<file path="config.mk">
export PLATFORM = sky130hd
export DESIGN_NAME = mspwm_top
export DESIGN_NICKNAME = d
export VERILOG_FILES = /design/src/core/mspwm_pkg.sv /design/src/core/mspwm_bridge.sv /design/src/core/mspwm_top.sv
export SDC_FILE = /design/constraint.sdc
export NUM_CORES = 1
export LEC_CHECK = 0
export ABC_AREA = 1
export BUFFER_PORTS_ARGS = -buffer_cell sky130_fd_sc_hd__buf_4
export CAP_MARGIN = 20
export CORE_MARGIN = 10
export CORE_UTILIZATION = 60
export CTS_CLUSTER_SIZE = 40
export DETAILED_ROUTE_END_ITERATION = 7
export PLACE_DENSITY_LB_ADDON = 0.3
export REMOVE_ABC_BUFFERS = 1
export SLEW_MARGIN = 10
export SYNTH_ARGS = -nofsm -noshare
export SYNTH_HDL_FRONTEND = slang
export SYNTH_SLANG_ARGS = --single-unit
</file>
<file path="constraint.sdc">
create_clock -name clk_i -period 15.4 [get_ports clk_i]
set_clock_uncertainty 0.15 [all_clocks]
set_input_delay 4.62 -clock clk_i [delete_from_list [all_inputs] [get_ports clk_i]]
set_output_delay 4.62 -clock clk_i [all_outputs]
set_load 0.05 [all_outputs]
</file>
<file path="src/core/mspwm_pkg.sv">
// package of constants and carrier types for the micro-step pwm duty block
package mspwm_pkg;

   // ***********************************************************
   // field widths and scaling
   // ***********************************************************
   localparam int unsigned DIV_W        = 5;   // period divider field width
   localparam int unsigned PRE_W        = 2;   // prescale exponent width
   localparam int unsigned PPW_W        = 8;   // peak pulse-width width
   localparam int unsigned AMP_W        = 8;   // sine amplitude width (full scale 255)
   localparam int unsigned TICKS_SHIFT  = 3;   // period counts divider times 2^3
   localparam int unsigned CNT_W        = 8;   // period counter width (max 31*8-1)
   localparam int unsigned PRE_CNT_W    = 3;   // prescale counter width (max 2^3-1)
   localparam int unsigned PROD_W       = 16;  // amplitude times peak width product
   localparam int unsigned OSC_MHZ      = 27;  // reference oscillator frequency

   // ***********************************************************
   // reset values
   // ***********************************************************
   localparam logic [CNT_W-1:0]     CNT_RST = 8'h00;  // period counter reset
   localparam logic [PRE_CNT_W-1:0] PRE_RST = 3'h0;   // prescale counter reset

   // ***********************************************************
   // carrier types
   // ***********************************************************
   // drive configuration for one motor
   typedef struct packed {
      logic [DIV_W-1:0] pwm_period_divider;     // period divider
      logic [PRE_W-1:0] pwm_prescale_exponent;  // prescale exponent
      logic [PPW_W-1:0] peak_pulse_width;       // peak pulse width
   } mspwm_cfg_type;

   // signed sine target: sign set means negative coil current
   typedef struct packed {
      logic             negative;   // current flows second to first
      logic [AMP_W-1:0] magnitude;  // 0..255 of full sine peak
   } mspwm_target_type;

endpackage : mspwm_pkg

</file>
<file path="src/core/mspwm_bridge.sv">
// one h-bridge channel: duty compare and polarity steering
module mspwm_bridge
   import mspwm_pkg::*;
(
   input  wire logic             clk_i,              // system clock
   input  wire logic             rst_i,              // synchronous reset
   input  wire logic [CNT_W-1:0] count_i,            // shared period count
   input  wire logic [CNT_W-1:0] width_i,            // clamped on-width
   input  wire logic             negative_i,         // current direction
   output logic                  bridge_out_first_o, // first bridge output
   output logic                  bridge_out_second_o // second bridge output
);

   logic on_w;        // pulse active this count
   logic first_d;     // next first output
   logic second_d;    // next second output
   logic first_q;     // first output register
   logic second_q;    // second output register

   // ***********************************************************
   // compare and steer
   // ***********************************************************
   // pulse is high while count below width; sign picks the driven leg
   always_comb
   begin
      on_w     = (count_i < width_i);
      first_d  = on_w && !negative_i;
      second_d = on_w && negative_i;
   end

   // output registers
   always_ff @(posedge clk_i)
   begin
      if (rst_i)
      begin
         first_q  <= 1'b0;
         second_q <= 1'b0;
      end
      else
      begin
         first_q  <= first_d;
         second_q <= second_d;
      end
   end

   assign bridge_out_first_o  = first_q;
   assign bridge_out_second_o = second_q;

   // never both legs high: no shoot-through
   property p_no_overlap;
      @(posedge clk_i) disable iff (rst_i)
      !(first_q && second_q);
   endproperty
   a_no_overlap: assert property (p_no_overlap) else $error("both bridge legs driven");

endmodule // mspwm_bridge

</file>
<file path="src/core/mspwm_top.sv">
// micro-step pwm carrier and peak duty generator
module mspwm_top
   import mspwm_pkg::*;
(
   input  wire logic             clk_i,              // system oscillator clock
   input  wire logic             rst_i,              // synchronous reset
   input  wire mspwm_cfg_type    cfg_i,              // divider, prescale, peak width
   input  wire mspwm_target_type target_i,           // sine target sample
   output logic                  bridge_out_first_o, // first bridge output
   output logic                  bridge_out_second_o,// second bridge output
   output logic                  period_start_o,     // one-cycle pulse at carrier wrap
   output logic                  duty_clamped_o      // peak duty saturated
);

   // ***********************************************************
   // carrier timing
   // ***********************************************************
   logic [CNT_W-1:0]     period_w;   // ticks per carrier period
   logic [CNT_W-1:0]     cnt_q;      // period counter
   logic [CNT_W-1:0]     cnt_d;      // next period counter
   logic [PRE_CNT_W-1:0] pre_q;      // prescale counter
   logic [PRE_CNT_W-1:0] pre_d;      // next prescale counter
   logic [PRE_CNT_W-1:0] pre_max_w;  // prescale terminal count
   logic                 tick_w;     // prescaled count enable
   logic                 wrap_w;     // last tick of a period
   logic                 start_q;    // period start pulse register
   logic                 start_d;    // next period start pulse

   // period = divider * 8 ticks; a tick is 2^prescale oscillator cycles
   always_comb
   begin
      period_w  = {cfg_i.pwm_period_divider, 3'h0};
      pre_max_w = PRE_CNT_W'((1 << cfg_i.pwm_prescale_exponent) - 1);
      tick_w    = (pre_q >= pre_max_w);
      wrap_w    = tick_w && (cnt_q >= period_w - 8'h01);
      pre_d     = tick_w ? PRE_RST : pre_q + 3'h1;
      if (cfg_i.pwm_period_divider == 5'h00)
         cnt_d = CNT_RST;                          // divider zero clears counter
      else if (wrap_w)
         cnt_d = CNT_RST;                          // restart period
      else if (tick_w)
         cnt_d = cnt_q + 8'h01;                    // advance
      else
         cnt_d = cnt_q;
      start_d = wrap_w && (cfg_i.pwm_period_divider != 5'h00);
   end

   // carrier counters, free-running from the oscillator
   always_ff @(posedge clk_i)
   begin
      if (rst_i)
      begin
         cnt_q   <= CNT_RST;
         pre_q   <= PRE_RST;
         start_q <= 1'b0;
      end
      else
      begin
         cnt_q   <= cnt_d;
         pre_q   <= pre_d;
         start_q <= start_d;
      end
   end

   // ***********************************************************
   // duty computation
   // ***********************************************************
   logic [PROD_W-1:0] prod_w;    // amplitude times peak width
   logic [PROD_W-1:0] scaled_w;  // on-ticks before clamp
   logic [CNT_W-1:0]  width_d;   // clamped on-width
   logic [CNT_W-1:0]  width_q;   // width latched per period
   logic              neg_d;     // next direction
   logic              neg_q;     // direction latched per period
   logic              clamp_d;   // next saturation flag
   logic              clamp_q;   // saturation flag register

   // on-ticks = peak_width * amp/255, so duty = width / (divider*8)
   always_comb
   begin
      prod_w   = target_i.magnitude * cfg_i.peak_pulse_width;
      scaled_w = prod_w / 16'h00FF;
      width_d  = width_q;
      neg_d    = neg_q;
      clamp_d  = clamp_q;
      if (wrap_w || cfg_i.pwm_period_divider == 5'h00)
      begin
         neg_d   = target_i.negative;
         clamp_d = ({8'h00, cfg_i.peak_pulse_width} > {8'h00, period_w});
         if (scaled_w > {8'h00, period_w})
            width_d = period_w;                    // saturate at full duty
         else
            width_d = scaled_w[CNT_W-1:0];
      end
   end

   // width and direction change only at period boundaries, or every cycle while the divider is zero
   always_ff @(posedge clk_i)
   begin
      if (rst_i)
      begin
         width_q <= CNT_RST;
         neg_q   <= 1'b0;
         clamp_q <= 1'b0;
      end
      else
      begin
         width_q <= width_d;
         neg_q   <= neg_d;
         clamp_q <= clamp_d;
      end
   end

   // ***********************************************************
   // bridge output stage
   // ***********************************************************
   mspwm_bridge u_bridge
   (
      .clk_i               (clk_i),
      .rst_i               (rst_i),
      .count_i             (cnt_q),
      .width_i             (width_q),
      .negative_i          (neg_q),
      .bridge_out_first_o  (bridge_out_first_o),
      .bridge_out_second_o (bridge_out_second_o)
   );

   assign period_start_o = start_q;
   assign duty_clamped_o = clamp_q;

   // ***********************************************************
   // checks
   // ***********************************************************
   // counter inside the period stays inside it while the setting holds;
   // a stale count after a shorter setting is left to the wrap logic
   property p_cnt_bound;
      @(posedge clk_i) disable iff (rst_i)
      (cfg_i.pwm_period_divider != 5'h00 && cnt_q < period_w)
         |=> ((cnt_q < period_w) || !$stable(cfg_i));
   endproperty
   a_cnt_bound: assert property (p_cnt_bound) else $error("period counter overran");

   // width latched at a wrap never exceeds the period it was latched for
   property p_width_sat;
      @(posedge clk_i) disable iff (rst_i)
      wrap_w |=> (width_q <= $past(period_w));
   endproperty
   a_width_sat: assert property (p_width_sat) else $error("width above full duty");

   // wrap restarts the count next cycle
   property p_wrap_restart;
      @(posedge clk_i) disable iff (rst_i)
      wrap_w |=> (cnt_q == CNT_RST);
   endproperty
   a_wrap_restart: assert property (p_wrap_restart) else $error("no restart after wrap");

   // full width with a positive target keeps the first leg high through the period
   property p_full_duty;
      @(posedge clk_i) disable iff (rst_i)
      (width_q == period_w && width_q != 8'h00 && !neg_q && $stable(cfg_i))
         |=> (bridge_out_first_o || $past(wrap_w));
   endproperty
   a_full_duty: assert property (p_full_duty) else $error("full duty gap");

   // start pulse lasts one cycle
   property p_start_pulse;
      @(posedge clk_i) disable iff (rst_i)
      period_start_o |=> !period_start_o || (period_w == 8'h08 && pre_max_w == 3'h0);
   endproperty
   a_start_pulse: assert property (p_start_pulse) else $error("start pulse too long");

   // positive target never drives the second leg
   property p_dir;
      @(posedge clk_i) disable iff (rst_i)
      (!neg_q) |=> !bridge_out_second_o;
   endproperty
   a_dir: assert property (p_dir) else $error("wrong bridge leg");

   // every wrap of a running carrier raises the start pulse next cycle
   property p_start_follows_wrap;
      @(posedge clk_i) disable iff (rst_i)
      (wrap_w && cfg_i.pwm_period_divider != 5'h00) |=> period_start_o;
   endproperty
   a_start_follows_wrap: assert property (p_start_follows_wrap) else $error("missing start pulse");

   // prescale counter restarts after every tick
   property p_prescale_restart;
      @(posedge clk_i) disable iff (rst_i)
      tick_w |=> (pre_q == PRE_RST);
   endproperty
   a_prescale_restart: assert property (p_prescale_restart) else $error("prescale did not restart");

   // a tick inside the period advances the count by one
   property p_advance;
      @(posedge clk_i) disable iff (rst_i)
      (tick_w && !wrap_w && cfg_i.pwm_period_divider != 5'h00)
         |=> (cnt_q == $past(cnt_q) + 8'h01);
   endproperty
   a_advance: assert property (p_advance) else $error("counter did not advance");

   // width and direction hold between wraps
   property p_width_hold;
      @(posedge clk_i) disable iff (rst_i)
      (!wrap_w && cfg_i.pwm_period_divider != 5'h00) |=> ($stable(width_q) && $stable(neg_q));
   endproperty
   a_width_hold: assert property (p_width_hold) else $error("width changed mid period");

   // a zero divider stops the carrier
   property p_stopped;
      @(posedge clk_i) disable iff (rst_i)
      (cfg_i.pwm_period_divider == 5'h00) |=> (cnt_q == CNT_RST && !period_start_o);
   endproperty
   a_stopped: assert property (p_stopped) else $error("stopped carrier ran");

   // reset leaves every output low on the next cycle
   property p_reset_quiet;
      @(posedge clk_i)
      rst_i |=> (!bridge_out_first_o && !bridge_out_second_o && !period_start_o && !duty_clamped_o);
   endproperty
   a_reset_quiet: assert property (p_reset_quiet) else $error("output high after reset");

endmodule // mspwm_top

</file>
# == Word level (Yosys, flattened, before mapping) ==
# Index checks and enable logic that the tools add are counted.
# word_totals
output_inout_bits,4
word_cells,31
reg_bits,24
# classes
mux,1
mul,1
n_div,1
n_shift,1
reduce_logical,10
magnitude_cmp,5
add_sub_neg,4
# ops
op,n
$div 16x8->16 const B,1
$gt 16x8->1,1
$mul 8x8->16,1
$add 8x1->8 const B,1
$ge 8x8->1,1
$gt 8x8->1,1
$lt 8x8->1,1
$mux 8,1
$sub 8x1->8 const B,1
$logic_not 5->1,1
$reduce_bool 5->1,1
$logic_and 1x1->1,4
$add 3x1->3 const B,1
$ge 3x3->1,1
$reduce_or 3->1,1
$shl 1x2->3 const A,1
$sub 3x2->3 const B,1
$reduce_or 2->1,1
$logic_not 1->1,1
$logic_or 1x1->1,1

# == Depth between registers and ports, before layout ==
# depth
word_depth,5
ltp_mapped,74
mapped_depth_nobuf,72

# == Modules after synthesis ==
# From an unflattened synthesis, not the netlist that was laid out.
# unflattened
cells_unflattened,1031
hier_area_um2,6122.1
# modules_own_cells
module,seq_area_each_um2,area_each_um2,cells_each,instances
mspwm_top,440.4,5871.9,992,1
mspwm_bridge,40.0,250.2,39,1

# == Least setup slack after synthesis ==
# OpenSTA, ideal clock, no wires.
# synth_path
kind,input to register
startpoint,input target_i[0] in the netlist's numbering
endpoint,register width_q[3]
required_ns,15.141
setup_slack_ns,2.687
path_buffers,2
path_stages,66
arrival_ns,12.454
setup_ns,0.109
path_cell_list,clkbuf_1 nand2_1 fa_1 fa_1 inv_1 fa_1 inv_1 fa_1 inv_1 ha_1 nand2_1 inv_1 nand2_1 nand2_1 nand2_1 nand3_1 nand2_1 nand2_1 [... 30 more ...] nand3_4 nand2_4 nand2_2 nand2_1 inv_1 ha_1 nand3_2 nor2_2 nand2_4 nand3_2 nand2_1 nand2_1 nor2_4 nand4_4 nand3_1 nand3_1 nand2_1 inv_1
# synth_via
elab_chain_len,4
# synth_lines
item,line,rtl
start: declaration,mspwm_top.sv:8,"input wire mspwm_target_type target_i,"
$mul 8x8->16 (*),mspwm_top.sv:80,prod_w = target_i.magnitude * cfg_i.peak_pulse_width;
$div 16x8->16 (*),mspwm_top.sv:81,scaled_w = prod_w / 16'h00FF;
$gt 16x8->1,mspwm_top.sv:89,"if (scaled_w > {8'h00, period_w})"
$mux 8 (*),mspwm_top.sv:89,
end signal: assignment,mspwm_top.sv:107,width_q <= width_d;
end: declaration,mspwm_top.sv:71,logic [CNT_W-1:0] width_q;
# Every way passes the cells marked *; elsewhere a longest branch is shown, timed or not.
# A chain may end at the register's enable or synchronous reset.

# == Worst setup path in the final report ==
# layout_path
startpoint,input target_i[0] in the netlist's numbering
endpoint,register width_q[1]
# Same word-level chain as after synthesis.

==> flow_metrics.tcl <==
set metrics [dict create \
    seq_area_um2 480 \
    ys.flop_type "dfxtp_1" \
    yosysSeqAreaShare_pct 7.93 \
    setup_slack_ns 1.96 \
    grt_pass1_vias 5558 \
    synthCells 982 \
    antenna_found_initial 0 \
    clockBufferDepth 2 \
    avgViaCountPerCell 5.03 \
    numCtsBuffers 3 \
    synthArstFlopShare_pct 0 \
    placed_area_um2 6360 \
    ioPinCount 30 \
    die_x_um 120 \
    finalSetupTns_ns 0 \
    grt-ovfl-total 0 \
    drive_gt1_share_pct 13.6 \
    grt_pass1_wl_um 24600 \
    critPathCaptureType "flip-flop" \
    layout.nets 1124 \
    final_antenna_net_count 0 \
    drc_errors 0 \
    synth.top_cells.by_count "275 x nand2_1, 221 x inv_1, 74 x nand3_1" \
    fin_crit_sh_pct 87.3 \
    path_clk_slew_ns 0.09 \
    wl_um 13300 \
    cp_common_cell "nand2_1" \
    cts_max_level 1 \
    coreArea_um2 9820 \
    drv_cap 0 \
    cp_slowest_cell "fa_1" \
    worstPathMaxFanout 12 \
    start_util_pct 61.7 \
    clock_latency_ns 0.26 \
    fin_crit_ns 13.44 \
    preCtsSetupSlack_ns 1.69 \
    setup_violations 0 \
    synth_area_leaders "nand2_1 17%, inv_1 14%, ha_1 13%, fa_1 12%, dfxtp_1 7.9%" \
    cp-startpoint "target_i[0]" \
    dpl.hpwl_um 11300 \
    place_inst 1125 \
    status "completed" \
    fmax_ghz 0.0744 \
    tightest_slew_ns 0.414 \
    antenna_cells 0 \
    ctsResizeCount 0 \
    yosys.cell_types.count 48 \
    root_buffer "clkbuf_8" \
    routabilityCongestion 0.892 \
    cp-start-kind "input port" \
    ys_ff_latch 24 \
    holdCritStartpoint "neg_q" \
    clock_sinks 24 \
    slew_headroom_pct 72.2 \
    drt_pre_antenna_iters 6 \
    synth_edf_count 0 \
    post_cts_buffers 0 \
    cp.arrival_ns 13.49 \
    stdcell_count 1129 \
    avgRoutedWirePerCell_um 11.8 \
    die_area_um2 14500 \
    place.port_buffers 29 \
    yosysTopAreaCell "nand2_1" \
    path_class "in -> reg" \
    rows 36 \
    track_usage_pct 19.4 \
    r2r-start "cnt_q[3]" \
    grt_max_degree 15 \
    worstHoldPathType "reg -> reg" \
    worstPathRequired_ns 15.45 \
    syn_avg_cell_area_um2 6.17 \
    slew_viol_final 0 \
    cpPeakStageDelay_ns 0.56 \
    final_area_um2 6430 \
    rsz0062_at_grt "false" \
    ys_warn_count 0 \
    hold_violations 0 \
    multiInputGateArea_um2 4600 \
    synth_top_area_share_pct 17.0 \
    synth_area_um2 6060 \
    drt_iter0_drc 432 \
    holdBufCountCts 0 \
    vias 5676 \
    cts_tree "done" \
    synth.most_common_cell "nand2_1" \
    die_y_um 120 \
    area_growth_pct 6.22 \
    fill_cells 910 \
]
## cell families (layout without fill, tap and decap cells)
group	Yosys count	in the layout	share of synthesized area, %
and+or+nand+nor	514	514	41.5
buffers and inverters	258	272	16.1
adders and majority gates	101	101	25.3
AOI/OAI and AO/OA	71	71	7.06
DFF	24	24	7.93
xor gates and xnor gates	14	14	2.02
## flip-flops by register name (all words and copies together), names as in the netlist
signal,flops
cnt_q,8
width_q,8
pre_q,3
duty_clamped_o,1
neg_q,1
period_start_o,1
u_bridge.bridge_out_first_o,1
u_bridge.bridge_out_second_o,1
## critical path: cells and delay by family
kind	cells	cell delay, ns
and+or+nand+nor	52	5.60
adders and majority gates	6	2.69
buffers and inverters	7	0.47
AOI/OAI and AO/OA	1	0.08
## cell type report
class	instances	share of cell area, %
timing repair buffer	29	3.38
inverter	239	14.0
multi-input combinational	700	71.5
tap	133	2.59
clock buffer	3	0.642
sequential	24	7.47
clock inverter	1	0.467
## path summary, 6_finish.rpt
path / end / slack (ns) / cells after the start
min reg2reg: u_bridge.bridge_out_first_o / 0.27 / 1
max: width_q[1] / 1.96 / 66
min: u_bridge.bridge_out_first_o / 0.27 / 1
max reg2reg: cnt_q[4] / 12.65 / 11
## layout by cell type (no fill, tap or decap), types with 2 or more instances in the layout
cell        n
inv_2      15
xnor2_1     5
inv_1     221
and3_1      2
a21oi_1    23
nand3_1    74
o31ai_1     2
o21ai_0    15
nand2_4    12
o21ai_2     2
fa_1       36
o211ai_1    3
nand3_4     2
nand2_2    23
nor2_2     12
xor2_1      9
nand4_1    17
nor3_1      3
buf_4      29
nor2_4      7
or2_2       3
nand2_1   275
nor2_1     57
dfxtp_1    24
o21bai_1    2
ha_1       65
nand3b_1    5
clkbuf_8    3
nor3_2      2
clkinv_1    2
nand3_2    16
o21ai_1    13
## per-layer routing
layer / GRT usage, % / vias up / part of all wire, %
li1: - / 3033 / -
met1: 26.6 / 2542 / 49
met2: 32.7 / 93 / 46
met3: 1.54 / 8 / 4.2
met4: 3.54 / 0 / 0.55
met5: 0 / - / 0
## metrics by stage
step | utilization [%] | hold WS [ns]
2_1_floorplan | - | 0.243
3_3_place_gp | 64.8 | 0.248
3_5_place_dp | 64.8 | 0.267
4_1_cts | 65.5 | 0.280
5_1_grt | 65.5 | 0.286
6_report | 65.5 | 0.274
Power is not shown: default switching activity piles up to over one toggle a cycle in this logic, so the estimate is an artifact.
